$ cat src/design/cig_consts.svh
`ifndef CIG_CONSTS_SVH
`define CIG_CONSTS_SVH
// ****************************************
// register map
// ****************************************
`define CIG_ADDR_W 4
`define CIG_OFS_OPTIONS 4'h0
`define CIG_OFS_CONTROL 4'h1
`define CIG_OFS_STATUS 4'h2
`define CIG_OFS_UIO_OUT 4'h3
`define CIG_OFS_UIO_OE 4'h4
`define CIG_OFS_UIO_IN 4'h5
// option bits
`define CIG_OPT_USRCLK 0
`define CIG_OPT_USRCLK_SCLK 1
`define CIG_OPT_INIT_FLAG 2
`define CIG_OPT_TERM_GATE 3
`define CIG_OPT_GOE 4
`define CIG_OPT_GCLR 5
`define CIG_OPT_RST 8'h00
// control bits
`define CIG_CTL_FRAME1 0
`define CIG_CTL_INIT_DONE 1
// ****************************************
// timing
// ****************************************
`define CIG_SCLK_DIV 4'h2
`endif

$ cat src/design/cig_pkg.sv
`default_nettype none
package cig_pkg;
  typedef enum logic [1:0] {
    CIG_RESET,
    CIG_LOADING,
    CIG_INITIALISING,
    CIG_USER
  } cig_state_t;
endpackage : cig_pkg
`default_nettype wire

$ cat src/design/cig_pin_cell.sv
`default_nettype none
module cig_pin_cell (
  input wire logic clk_i,
  input wire logic rst_n_i,
  input wire logic user_o_i,
  input wire logic user_oe_i,
  input wire logic tri_all_i,
  output logic pin_o,
  output logic pin_oe_o
);
  always_ff @(posedge clk_i or negedge rst_n_i) begin
    if (!rst_n_i) begin
      pin_o <= 1'b0;
      pin_oe_o <= 1'b0;
    end else begin
      pin_o <= user_o_i;
      pin_oe_o <= user_oe_i & ~tri_all_i;
    end
  end
endmodule // cig_pin_cell
`default_nettype wire

$ cat src/design/cig_top.sv
// Summary of operation
// - with the start-up clock option on, the user start-up clock times initialisation, else it is user I/O.
// - in the active serial scheme a clock-source option makes the user start-up clock the serial clock source.
// - while the configuration request is low the init-complete flag is released.
// - once the first frame loads the flag-enable bit, the init-complete flag is driven low.
// - at the end of initialisation the flag is released and user mode is entered.
// - with termination gating on, release waits for termination calibration done, else that input is ignored.
// - with the global output enable option on, a low on it tri-states every I/O pin.
// - with the global clear option on, a low on it clears every user register.
// - with its option off the start-up clock pin is user I/O, tri-stated in configuration, when flag (option off), GOE and clear pins get weak pull-up.
`include "cig_consts.svh"
`default_nettype none
module cig_top #(
  parameter int NUM_IO = 8
) (
  input wire logic MCLK_I,
  input wire logic RESETN_I,
  input wire logic CONFIG_REQUEST_N_I,
  input wire logic [`CIG_ADDR_W-1:0] ADDR_I,
  input wire logic [7:0] WDATA_I,
  input wire logic WR_I,
  input wire logic RD_I,
  output logic [7:0] RDATA_O,
  input wire logic USER_STARTUP_CLOCK_I,
  output logic USER_STARTUP_CLOCK_O,
  output logic USER_STARTUP_CLOCK_OE_O,
  output logic CONFIG_SERIAL_CLOCK_O,
  input wire logic INIT_COMPLETE_FLAG_I,
  output logic INIT_COMPLETE_FLAG_O,
  output logic INIT_COMPLETE_FLAG_OE_O,
  output logic INIT_COMPLETE_FLAG_PULLUP_O,
  input wire logic TERMINATION_CALIBRATION_DONE_I,
  input wire logic GLOBAL_OUTPUT_ENABLE_I,
  output logic GLOBAL_OUTPUT_ENABLE_PULLUP_O,
  input wire logic GLOBAL_REGISTER_CLEAR_N_I,
  output logic GLOBAL_REGISTER_CLEAR_N_PULLUP_O,
  input wire logic [NUM_IO-1:0] USER_IO_I,
  output logic [NUM_IO-1:0] USER_IO_O,
  output logic [NUM_IO-1:0] USER_IO_OE_O,
  output logic USER_MODE_O
);
  import cig_pkg::*;

  // ****************************************
  // option and control registers
  // ****************************************
  cig_state_t state_q, state_d;
  logic [7:0] options_q;
  logic frame1_q, init_done_q;
  logic [NUM_IO-1:0] uio_out_q, uio_oe_q;
  logic usrclk_meta_q, usrclk_sync_q, usrclk_prev_q;
  logic [3:0] div_cnt_q;
  logic sclk_q;
  logic flag_low_q, flag_pullup_q;
  logic usr_mode_q;

  wire opt_usrclk = options_q[`CIG_OPT_USRCLK];
  wire opt_sclk_src = options_q[`CIG_OPT_USRCLK_SCLK];
  wire opt_flag = options_q[`CIG_OPT_INIT_FLAG];
  wire opt_term = options_q[`CIG_OPT_TERM_GATE];
  wire opt_goe = options_q[`CIG_OPT_GOE];
  wire opt_gclr = options_q[`CIG_OPT_GCLR];
  wire configuring = (state_q != CIG_USER);

  wire wr_opt = WR_I && (ADDR_I == `CIG_OFS_OPTIONS);
  wire wr_ctl = WR_I && (ADDR_I == `CIG_OFS_CONTROL);
  wire wr_out = WR_I && (ADDR_I == `CIG_OFS_UIO_OUT);
  wire wr_oe = WR_I && (ADDR_I == `CIG_OFS_UIO_OE);
  // global clear only hits user-mode registers, not the configuration itself
  wire gclr = opt_gclr && !GLOBAL_REGISTER_CLEAR_N_I;
  wire goe_off = opt_goe && !GLOBAL_OUTPUT_ENABLE_I;

  // start-up clock edge; usrclk_meta_q only feeds usrclk_sync_q
  wire usrclk_edge = usrclk_sync_q && !usrclk_prev_q;
  wire init_tick = opt_usrclk ? usrclk_edge : 1'b1;
  wire term_ok = !opt_term || TERMINATION_CALIBRATION_DONE_I;

  always_ff @(posedge MCLK_I or negedge RESETN_I) begin
    if (!RESETN_I) begin
      usrclk_meta_q <= 1'b0;
      usrclk_sync_q <= 1'b0;
      usrclk_prev_q <= 1'b0;
    end else begin
      usrclk_meta_q <= USER_STARTUP_CLOCK_I;
      usrclk_sync_q <= usrclk_meta_q;
      usrclk_prev_q <= usrclk_sync_q;
    end
  end

  // ****************************************
  // configuration sequence
  // ****************************************
  always_comb begin
    state_d = state_q;
    case (state_q)
      CIG_RESET: if (CONFIG_REQUEST_N_I) state_d = CIG_LOADING;
      CIG_LOADING: if (frame1_q) state_d = CIG_INITIALISING;
      CIG_INITIALISING: if (init_done_q && term_ok && init_tick) state_d = CIG_USER;
      CIG_USER: state_d = CIG_USER;
      default: state_d = CIG_RESET;
    endcase
    if (!CONFIG_REQUEST_N_I) state_d = CIG_RESET;
  end

  always_ff @(posedge MCLK_I or negedge RESETN_I) begin
    if (!RESETN_I) begin
      state_q <= CIG_RESET;
      options_q <= `CIG_OPT_RST;
      frame1_q <= 1'b0;
      init_done_q <= 1'b0;
    end else begin
      state_q <= state_d;
      if (!CONFIG_REQUEST_N_I) begin
        frame1_q <= 1'b0;
        init_done_q <= 1'b0;
      end else begin
        // first frame carries the option bits
        if (wr_opt && state_q == CIG_LOADING) options_q <= WDATA_I;
        if (wr_ctl && WDATA_I[`CIG_CTL_FRAME1]) frame1_q <= 1'b1;
        if (wr_ctl && WDATA_I[`CIG_CTL_INIT_DONE]) init_done_q <= 1'b1;
      end
    end
  end

  // ****************************************
  // init-complete flag, open drain
  // ****************************************
  wire flag_low_d = opt_flag && (state_d == CIG_INITIALISING);
  always_ff @(posedge MCLK_I or negedge RESETN_I) begin
    if (!RESETN_I) begin
      flag_low_q <= 1'b0;
      flag_pullup_q <= 1'b1;
      usr_mode_q <= 1'b0;
    end else begin
      flag_low_q <= flag_low_d;
      flag_pullup_q <= configuring && !opt_flag;
      usr_mode_q <= (state_d == CIG_USER);
    end
  end
  assign INIT_COMPLETE_FLAG_O = 1'b0;
  assign INIT_COMPLETE_FLAG_OE_O = flag_low_q;
  assign INIT_COMPLETE_FLAG_PULLUP_O = flag_pullup_q;
  assign USER_MODE_O = usr_mode_q;

  // ****************************************
  // serial clock from start-up clock or divider
  // ****************************************
  always_ff @(posedge MCLK_I or negedge RESETN_I) begin
    if (!RESETN_I) begin
      div_cnt_q <= 4'h0;
      sclk_q <= 1'b0;
    end else if (opt_sclk_src) begin
      sclk_q <= usrclk_sync_q;
      div_cnt_q <= 4'h0;
    end else if (div_cnt_q == `CIG_SCLK_DIV - 4'h1) begin
      div_cnt_q <= 4'h0;
      sclk_q <= !sclk_q;
    end else begin
      div_cnt_q <= div_cnt_q + 4'h1;
    end
  end
  assign CONFIG_SERIAL_CLOCK_O = sclk_q;

  // ****************************************
  // optional pins as user I/O
  // ****************************************
  logic usr_pin_o_q, usr_pin_oe_q, goe_pu_q, gclr_pu_q;
  always_ff @(posedge MCLK_I or negedge RESETN_I) begin
    if (!RESETN_I) begin
      uio_out_q <= '0;
      uio_oe_q <= '0;
      usr_pin_o_q <= 1'b0;
      usr_pin_oe_q <= 1'b0;
      goe_pu_q <= 1'b1;
      gclr_pu_q <= 1'b1;
    end else begin
      if (gclr) begin
        uio_out_q <= '0;
        uio_oe_q <= '0;
      end else begin
        if (wr_out) uio_out_q <= WDATA_I[NUM_IO-1:0];
        if (wr_oe) uio_oe_q <= WDATA_I[NUM_IO-1:0];
      end
      // start-up clock pin becomes user I/O bit 0 mirror when option off
      usr_pin_o_q <= uio_out_q[0];
      usr_pin_oe_q <= !opt_usrclk && !configuring && uio_oe_q[0] && !goe_off;
      goe_pu_q <= configuring;
      gclr_pu_q <= configuring;
    end
  end
  assign USER_STARTUP_CLOCK_O = usr_pin_o_q;
  assign USER_STARTUP_CLOCK_OE_O = usr_pin_oe_q;
  assign GLOBAL_OUTPUT_ENABLE_PULLUP_O = goe_pu_q;
  assign GLOBAL_REGISTER_CLEAR_N_PULLUP_O = gclr_pu_q;

  genvar gi;
  generate
    for (gi = 0; gi < NUM_IO; gi++) begin : g_io
      cig_pin_cell u_cell (
        .clk_i(MCLK_I),
        .rst_n_i(RESETN_I),
        .user_o_i(uio_out_q[gi]),
        .user_oe_i(uio_oe_q[gi] && !configuring),
        .tri_all_i(goe_off),
        .pin_o(USER_IO_O[gi]),
        .pin_oe_o(USER_IO_OE_O[gi])
      );
    end
  endgenerate

  // ****************************************
  // read port
  // ****************************************
  logic [7:0] rd_mux;
  always_comb begin
    rd_mux = 8'h00;
    if (ADDR_I == `CIG_OFS_OPTIONS) rd_mux = options_q;
    else if (ADDR_I == `CIG_OFS_CONTROL) rd_mux = {6'h00, init_done_q, frame1_q};
    else if (ADDR_I == `CIG_OFS_STATUS)
      rd_mux = {3'h0, INIT_COMPLETE_FLAG_I, TERMINATION_CALIBRATION_DONE_I,
                usr_mode_q, state_q};
    else if (ADDR_I == `CIG_OFS_UIO_OUT) rd_mux = 8'(uio_out_q);
    else if (ADDR_I == `CIG_OFS_UIO_OE) rd_mux = 8'(uio_oe_q);
    else if (ADDR_I == `CIG_OFS_UIO_IN) rd_mux = 8'(USER_IO_I);
  end
  always_ff @(posedge MCLK_I or negedge RESETN_I) begin
    if (!RESETN_I) RDATA_O <= 8'h00;
    else if (RD_I) RDATA_O <= rd_mux;
    else RDATA_O <= 8'h00;
  end
endmodule // cig_top
`default_nettype wire

$ cat config.mk
export PLATFORM = sky130hd
export DESIGN_NAME = cig_top
export DESIGN_NICKNAME = d
export VERILOG_FILES = /design/src/design/cig_pkg.sv /design/src/design/cig_pin_cell.sv /design/src/design/cig_top.sv
export VERILOG_INCLUDE_DIRS = /design/src /design/src/design
export SDC_FILE = /design/constraint.sdc
export NUM_CORES = 1
export LEC_CHECK = 0
export ABC_AREA = 1
export BUFFER_PORTS_ARGS = -buffer_cell sky130_fd_sc_hd__clkbuf_2
export CORE_MARGIN = 2
export CORE_UTILIZATION = 40
export DETAILED_ROUTE_END_ITERATION = 10
export SLEW_MARGIN = 5
export SYNTH_ARGS = -nofsm -noshare
export SYNTH_HDL_FRONTEND = slang
export SYNTH_SLANG_ARGS = --single-unit
$ cat constraint.sdc
create_clock -name MCLK_I -period 2.85 [get_ports MCLK_I]
set_clock_uncertainty 0.05 [all_clocks]
set_input_delay 0.285 -clock MCLK_I [delete_from_list [all_inputs] [get_ports MCLK_I]]
set_output_delay 0.285 -clock MCLK_I [all_outputs]
set_load 0.01 [all_outputs]
## Word level (Yosys, flattened, before mapping)

Index checks and enable logic that the tools add are counted.
Widths: inputs -> output; s select.

| operators by class | value |
|---|---|
| muxes and demuxes | 24 |
| div/mod/pow operators | 0 |
| reduce and logical (&&, ||, !) cells | 41 |
| magnitude comparators | 0 |
| $mul | 0 |
| bitwise operators | 9 |
| eq/ne operators | 14 |
| shifts and indexed selects | 0 |
| add/sub/neg operators | 1 |

Operators with widths:

| cell | number |
|---|---|
| $mux 8 | 11 |
| $logic_and 1x1->1 | 25 |
| $logic_not 1->1 | 9 |
| $and 1x1->1 | 8 |
| $eq 2x2->1 const B | 4 |
| $eq 4x1->1 const B | 2 |
| $eq 4x2->1 const B | 2 |
| $eq 4x3->1 const B | 2 |
| $mux 4 | 2 |
| $pmux 2 s4 | 1 |
| $mux 1 | 7 |
| $mux 2 | 3 |
| $reduce_bool 2->1 | 3 |
| $add 4x1->4 const B | 1 |
| $logic_not 4->1 | 1 |
| $ne 2x1->1 const B | 2 |
| $eq 2x1->1 const B | 1 |
| $logic_not 2->1 | 1 |
| $ne 2x2->1 const B | 1 |
| $reduce_and 2->1 | 1 |
| $logic_or 1x1->1 | 1 |
| $not 1->1 | 1 |

| word-level totals | value |
|---|---|
| ROM bits | 0 |
| input bits | 30 |
| register bits | 65 |
| memories | 0 |
| bits in latches | 0 |
| output and inout port bits | 33 |
| bits in writable memories | 0 |

## Logic depth before layout (Yosys ltp)

Gate-level depths: netlist of the first run.

| logic depth | value |
|---|---|
| depth in word-level cells | 9 |
| mapped depth | 7 |
| depth with buffers taken out | 7 |

## Hierarchy

A second synthesis of the first run with hierarchy kept.

| unflattened totals | value |
|---|---|
| cell total of the unflattened synthesis | 317 |
| area, all modules | 2864.0 um^2 |

Modules (own cells, without submodules):

| module | sequential area each (um^2) | cells an instance | times used | area each (um^2) |
|---|---|---|---|---|
| cig_top | 1253.7 | 285 | 1 | 2383.5 |
| cig_pin_cell | 50.0 | 4 | 8 | 60.1 |

## Worst setup path after synthesis of the first run

Ideal clock, no wire load.

| timing path | value |
|---|---|
| path kind | register -> register |
| start point | register options_q[5] |
| end point | register uio_oe_q[0] |
| clock period less this slack | 1.256 ns |
| setup time | 0.127 ns |
| slack | 1.594 ns |
| cell stages (with the launch flop) | 7 |
| arrival | 1.079 ns |
| path through | dfrtp_1 -> inv_1 -> nor2_2 -> inv_1 -> o21ai_4 -> buf_4 -> o21ai_0 |

| between the ends | value |
|---|---|
| longest elaborated chain between the ends | 2 |
| elaborated cells on any way between the ends | 3 |

RTL lines:

| what | RTL line | text |
|---|---|---|
| start: declaration | cig_top.sv:48 | `logic [7:0] options_q;` |
| start signal: assignment | cig_top.sv:108 | `` options_q <= `CIG_OPT_RST; `` |
| $logic_and 1x1->1 (*) | cig_top.sv:70 | `wire gclr = opt_gclr && !GLOBAL_REGISTER_CLEAR_N_I;` |
| $mux 8 or $reduce_bool 2->1 (tied branches) | - |  |
| end signal: assignment | cig_top.sv:182 | `if (wr_oe) uio_oe_q <= WDATA_I[NUM_IO-1:0];` |
| end: declaration | cig_top.sv:50 | `logic [NUM_IO-1:0] uio_out_q, uio_oe_q;` |

Every way passes the cells marked *; elsewhere a longest branch is shown, timed or not.
A chain may end at the register's enable or synchronous reset.

## Worst setup path in the final report of the first run

| timing path | value |
|---|---|
| start point | input ADDR_I[3] |
| end point | register options_q[5] |

| between the ends | value |
|---|---|
| longest elaborated chain between the ends | 4 |

RTL lines:

| what | RTL line | text |
|---|---|---|
| start: declaration | cig_top.sv:19 | `` input wire logic [`CIG_ADDR_W-1:0] ADDR_I, `` |
| $logic_not 4->1 (no source line) | - |  |
| $logic_and 1x1->1 | cig_top.sv:65 | `` wire wr_opt = WR_I && (ADDR_I == `CIG_OFS_OPTIONS); `` |
| $logic_and 1x1->1 | cig_top.sv:118 | `if (wr_opt && state_q == CIG_LOADING) options_q <= WDATA_I;` |
| $reduce_and 2->1 (no source line) | - |  |

No other way between the ends.

==> summary.txt, run 1 <==
Run status
  – Status: completed

GRT
  – Number of global-route vias before repair: 2063
  – Tot GR Track Use: between 10% and 20%
  – Largest net degree at the start of global routing: 35
  – Initial antenna violation count: 0
  – First-pass GRT wire length: 10120 um
  – Total gr overflow: 0

STA
  – Slew headroom: 40.50%
  – Setup violators final: 0
  – F_max: between 600 and 700 MHz
  – WHS: about 12 ps
  – Final Slew Violations: 0
  – Worst Tran Pin Value: between 800 and 900 ps
  – Final min period: 1487 ps
  – Period utilization: a little over half
  – TNS Setup: 0 ps
  – RSZ-0062 raised after global routing: no
  – Fin. Hold Viols: 0

Die
  – Die Width: slightly below 90 um
  – Core Rows: 31
  – Die area: about 8000 sq um
  – Core box area: slightly above 7000 sq um
  – Io pins: 63
  – Die H: slightly below 90 um
  – Initial cell density of the core: between 40% and 50%

Job
  – Maxcap violations: 0

Synth
  – Synth cell types: 33
  – Syn Inst Count: approximately 310
  – Post-synthesis register bit count: 65
  – Post-synth EDFFs: 0
  – Top FF cell, synth: dfrtp_1
  – Sequential area share after synthesis: around 56%
  – Synth async-reset ratio: 100.0%
  – Synth Warn #: 0
  – Mapped cell area: around 2900 sq um
  – Syn avg cell area: approximately 9.3 sq um
  – Mapped Nets: 345

Final layout
  – Share of cells above drive strength 1: between 20% and 30%
  – Commonest non-fill, non-tap cell in the layout: dfrtp_1
  – Commonest non-fill, non-tap cells in the layout: dfrtp_1 (63), clkbuf_2 (61), nand2_1 (50)
  – Final instance area: between 3000 and 4000 sq um
  – Ant diodes: 0
  – Area delta synth->final: 17.00%
  – Layout net count: approximately 400
  – Fillcell total: approximately 740

Setup path
  – Critical Path Stages: 7
  – Critical Path Sink Type: register
  – RR Endpoint: uio_oe_q[6]
  – Worst R2R Start: options_q[5]
  – Crit path cell chain: clkbuf_2 > nor2_2 > nand2_4 > nor2_4 > nand4_4 > nand2_1 > o21ai_2
  – Critical path class: in2reg
  – Critical path buffer and inverter count: 1
  – CP required: approximately 3000 ps
  – Register-to-Register Path Depth: 5
  – Crit. Startpoint: ADDR_I[3]
  – Crit path arrival time: roughly 1700 ps
  – CP Launch Type: input port
  – Crit path to: options_q[5]
  – Crit-path slowest cell: nor2_2
  – Critical path's largest stage delay: slightly below 500 ps
  – Reg-to-reg slack, setup: about 1400 ps
  – Family with the most delay on the worst path: simple AND/OR/NAND/NOR gates
  – Crit Path Max Fanout: 16

Drt
  – Drt drc: 0
  – WL final: roughly 6200 um
  – Vias per Instance: between 4 and 5
  – Drt first pass iters: 4
  – Routed Antenna Nets: 0
  – Starting DRT DRC Count: between 80 and 90
  – Total number of vias: around 2100
  – WL per Instance: between 10 and 15 um

Clocking
  – Clock Pin Slew Worst Setup and Hold Paths: approximately 60 ps
  – TritonCTS clock tree: built
  – Clk_lat worst skew: ~330 ps
  – CTS sink cnt: 65
  – Root Buffer: clkbuf_8
  – CTS Buf Count: 9
  – Setup Fix Bufs, Post-CTS: 0
  – Cts hold-fix bufs: 1
  – Max clock buf depth: 2
  – Resized cells post-CTS: 0
  – Depth of the CTS H-tree: 3

Placed design
  – GPL Wtd Cong: 0.9297
  – Post-DP HPWL: 4696 um
  – PortBufs: 61
  – Dpl cell area: ~3200 sq um

Power
  – Net Sw Frac: about 28%
  – Clock share of power: between 30% and 40%
  – Leakage: roughly 0.0017 uW
  – Switching pwr: around 690 uW
  – VDD IR-drop max: between 0.2 and 0.25 mV
  – P per Cell Area: roughly 700 nW/um^2
  – Share of total power in combinational logic: 17.8%
  – Pint: approximately 1800 uW
  – Sequential share of power: 49.6%

Worst hold path
  – Hold Crit Class: in2async
## worst min-delay path by stage
stage,start,end,slack (ps),depth (start not counted)
after global placement,usrclk_meta_q,usrclk_sync_q,280,0
after CTS,RESETN_I,CONFIG_SERIAL_CLOCK_O,30,1
after detailed placement,usrclk_meta_q,usrclk_sync_q,290,0
after global routing,RESETN_I,div_cnt_q[1],60,1
after floorplan,RESETN_I,CONFIG_SERIAL_CLOCK_O,-60,0
final,RESETN_I,div_cnt_q[1],10,1
## layer usage
metal  up-vias  part of all wire, %  global-route usage, %
met1       974                   47                  23.48
met5         -                    0                      0
met4         0                  2.6                  10.18
met2        55                   47                  25.66
met3        13                  3.6                  3.324
li1       1083                    -                      -
## through the flow
step | util (%) | power (uW) | setup WS, ps | std cells
2_1_floorplan | - | 1539 | 1594 | 313
3_3_place_gp | 44.72 | 1649 | 1099 | 451
3_5_place_dp | 44.72 | 1663 | 1014 | 451
4_1_cts | 47.77 | 2472 | 1362 | 468
5_1_grt | 47.77 | 2594 | 1230 | 468
6_report | 47.77 | 2438 | 1363 | 468
## cells in the mapped netlist (all sizes together), types with 3 or more instances
cell type / count / area [sq um]
inv: 41 / 153.9
o21ai: 32 / 212.7
nand3: 20 / 100.1
o211ai: 3 / 22.52
nor2: 41 / 178.9
dfrtp: 63 / 1577
nand2: 53 / 216.5
buf: 23 / 175.2
a21oi: 11 / 55.05
nor3: 9 / 45.04
## kinds of logic (layout without fill, tap and decap cells)
group	after synthesis	after routing	share of synthesized area (%)
AND/OR/NAND/NOR	126	126	19.71
flip-flops	65	65	55.90
buffers and inverters	65	121	11.42
AO/OA/AOI/OAI	52	52	11.38
adder cells (fa/ha/maj)	2	2	0.8586
XOR/XNOR	2	2	0.6012
other	1	1	0.1287
## worst register-to-register path, delay by kind of cell (launching register included)
family,cells,cell delay (ps)
AOI/OAI and AO/OA,2,350
buffers and inverters,2,270
DFF,1,340
and+or+nand+nor,1,340
## power groups by stage
stage	combinational, uW	clock [uW]	sequential, uW
6_report	433	796	1210
5_1_grt	505	858	1230
4_1_cts	441	823	1210
3_5_place_dp	439	0	1220
3_3_place_gp	428	0	1220
2_1_floorplan	329	0	1210
## state kept, by name, indices dropped and copies added (netlist names), 2 cells and up
| register | cells |
|---|---|
| g_io.u_cell.pin_oe_o | 8 |
| options_q | 8 |
| RDATA_O | 8 |
| uio_oe_q | 8 |
| state_q | 2 |
| div_cnt_q | 4 |
| uio_out_q | 8 |
| g_io.u_cell.pin_o | 8 |
## final cells by class
class / count / area [sq um] / share of cell area [%]
clock buffers: 14 / 172.7 / 5.064
flip-flops and latches: 65 / 1629 / 47.78
clock inverters: 2 / 35.03 / 1.028
inverters: 41 / 153.9 / 4.514
well taps: 99 / 123.9 / 3.633
multi-input cells: 183 / 952.2 / 27.93
repair buffers: 64 / 342.8 / 10.06
No activity file was read; power rests on OpenSTA's default activity.
==> run 2: changes to the inputs <==
==> constraint.sdc (replaced) <==
create_clock -name MCLK_I -period 1.3 [get_ports MCLK_I]
set_clock_uncertainty 0.05 [all_clocks]
set_input_delay 0.13 -clock MCLK_I [delete_from_list [all_inputs] [get_ports MCLK_I]]
set_output_delay 0.13 -clock MCLK_I [all_outputs]
set_load 0.01 [all_outputs]
==> run 2 against run 1 <==
Compared with the run above:
- global-route usage up 1.2 points
- sequential share of layout area decreased by 3.3 points
- clock-buffer cell count unchanged
- non-clock buffer count increased by 27
- largest power group unchanged
- cell area increased by 7.4%
- via count grew 5.9%
- routed wire length increased by 6.1%
- register-to-register slack worse by 1200 ps
==> summary.txt, run 2 (synthesis gave the netlist of run 1 again) <==
Run status
  – Status: completed

Drt
  – Drt drc: 0 (unchanged)
  – Routed Antenna Nets: 0 (unchanged)
  – WL final: 6565 um (+6.1%)
  – Vias per Instance: 4.547 (+0.15%)
  – Drt first pass iters: 4 (unchanged)
  – Starting DRT DRC Count: 135 (+59%)
  – WL per Instance: 13.26 um (+0.32%)
  – Total number of vias: 2251 (+5.9%)

Placed design
  – Post-DP HPWL: 4904 um (+4.4%)
  – PortBufs: 61 (unchanged)
  – Pre-CTS setup slack: -53.72 ps (-1068 ps)
  – Dpl cell area: 3352 sq um (+5.0%)
  – GPL Wtd Cong: 0.8624 (-7.2%)

Die
  – Die area: 7983 sq um (unchanged)
  – Core box area: 7137 sq um (unchanged)
  – Core Rows: 31 (unchanged)
  – Initial cell density of the core: 40.83% (unchanged)
  – Die Width: 89.35 um (unchanged)
  – Io pins: 63 (unchanged)
  – Die H: 89.35 um (unchanged)

Power
  – VDD IR-drop max: 0.6801 mV (+190%)
  – P per Cell Area: 1493 nW/um^2 (+110%)
  – Pwr Total: 5469 uW (+120%)
  – Leakage: 0.001876 uW (+7.7%)

Setup path
  – CP required: 1490 ps (-1530 ps)
  – Crit path cell chain: inv_1 > nor2_2 > buf_4 > nor2_1 > nand2_1 > o21ai_0
  – Family with the most delay on the worst path: flip-flops
  – Reg-to-reg slack, setup: 130 ps (-1240 ps)
  – Critical path buffer and inverter count: 2 (+1)
  – Critical path class: reg2reg
  – Crit Path Max Fanout: 8 (-8)
  – Critical Path Sink Type: register
  – Crit path arrival time: 1370 ps (-290 ps)
  – Crit-path slowest cell: dfrtp_1
  – CP Launch Type: register
  – Critical path's largest stage delay: 390 ps (-100 ps)

Final layout
  – Final instance area: 3664 sq um (+7.4%)
  – Final Util: 51.33% (+3.6 points)
  – Layout net count: 423 (+6.8%)
  – Commonest non-fill, non-tap cells in the layout: dfrtp_1 (62), clkbuf_2 (61), nand2_1 (50)
  – Share of cells above drive strength 1: 30.56% (+3.5 points)
  – Ant diodes: 0 (unchanged)
  – Area delta synth->final: 25.72%
  – Commonest non-fill, non-tap cell in the layout: dfrtp_1

STA
  – RSZ-0062 raised after global routing: no
  – Setup violators final: 0 (unchanged)
  – Final Slew Violations: 0 (unchanged)
  – WHS: 29.70 ps (+17.60 ps)
  – F_max: roughly 850 MHz
  – Fin. Hold Viols: 0 (unchanged)
  – Period utilization: 90.32%
  – Final min period: between 1000 and 1500 ps
  – PnR worst setup slack: 125.9 ps (-1237 ps)

Clocking
  – Root Buffer: clkbuf_8
  – Setup Fix Bufs, Post-CTS: 0 (unchanged)
  – Max clock buf depth: 2 (unchanged)
  – TritonCTS clock tree: built
  – Clock Pin Slew Worst Setup and Hold Paths: 70 ps (about the same)
  – CTS sink cnt: 65 (unchanged)
  – Clk_lat worst skew: 340 ps (about the same)
  – Depth of the CTS H-tree: 3 (unchanged)
  – CTS Buf Count: 9 (unchanged)

GRT
  – Initial antenna violation count: 0 (unchanged)
  – Number of global-route vias before repair: 2229 (+8.0%)
  – Tot GR Track Use: 18.43% (+1.2 points)
  – First-pass GRT wire length: 10810 um (+6.9%)
  – Largest net degree at the start of global routing: 66 (+89%)
  – Total gr overflow: 0 (unchanged)

Worst hold path
  – Hold Crit Class: in2reg

Job
  – Maxcap violations: 0 (unchanged)
[run 2: changes by cell type in the layout (fill, tap and decap cells not counted), sizes merged]
cell,before,now
dlygate4sd3,1,10
buf,2,20
[run 2: per-layer routing]
layer	GRT usage (%)	routed length [um]	part of all wire, %	vias up
met5	0	0	0	-
met4	9.227	148	2.3	0
met3	4.617	379	5.8	13
met2	28.22	3047	46	63
met1	24.34	2989	46	1034
li1	-	-	-	1141
[run 2: power by group]
group	total, uW	switching, uW	internal (uW)
Combinational	1020	599	425
Sequential	2660	227	2430
Clock	1790	747	1040
[run 2: worst min-delay path, delay by kind of cell]
kind / cells / cell delay, ps
buffers and inverters: 1 / 100
and+or+nand+nor: 1 / 90
AOI/OAI and AO/OA: 1 / 60
[run 2: path summary, 6_finish.rpt]
check | depth (start not counted) | endpoint | start
setup / recovery | 6 | uio_oe_q[7] | options_q[5]
min in group asynchronous | 3 | div_cnt_q[2] | RESETN_I
setup reg to reg | 6 | uio_oe_q[7] | options_q[5]
max in group asynchronous | 3 | INIT_COMPLETE_FLAG_PULLUP_O | RESETN_I
hold / removal | 3 | init_done_q | WR_I
hold reg to reg | 0 | usrclk_sync_q | usrclk_meta_q
[run 2: area by class of cell]
type / count / area, sq um
inverter: 41 / 153.9
fill: 697 / 3473
timing repair buffer: 91 / 593.1
sequential: 65 / 1630
clock buffer: 14 / 172.7
multi-input combinational: 183 / 954.7
clock inverter: 2 / 35.03
tap: 99 / 123.9
[run 2: what timing repair did]
item / 4_1_cts / 5_1_grt
hold endpoints to repair: 72 / 0
hold buffers: 10 / 0
setup endpoints to repair: 0 / 4
gates resized for setup: 0 / 3
[run 2: stage by stage]
stage	setup TNS, ps	instances
finish	0	495
global route	0	495
CTS	0	495
detailed placement	-302.3	469
global placement	-73.98	469
floorplan	0	313
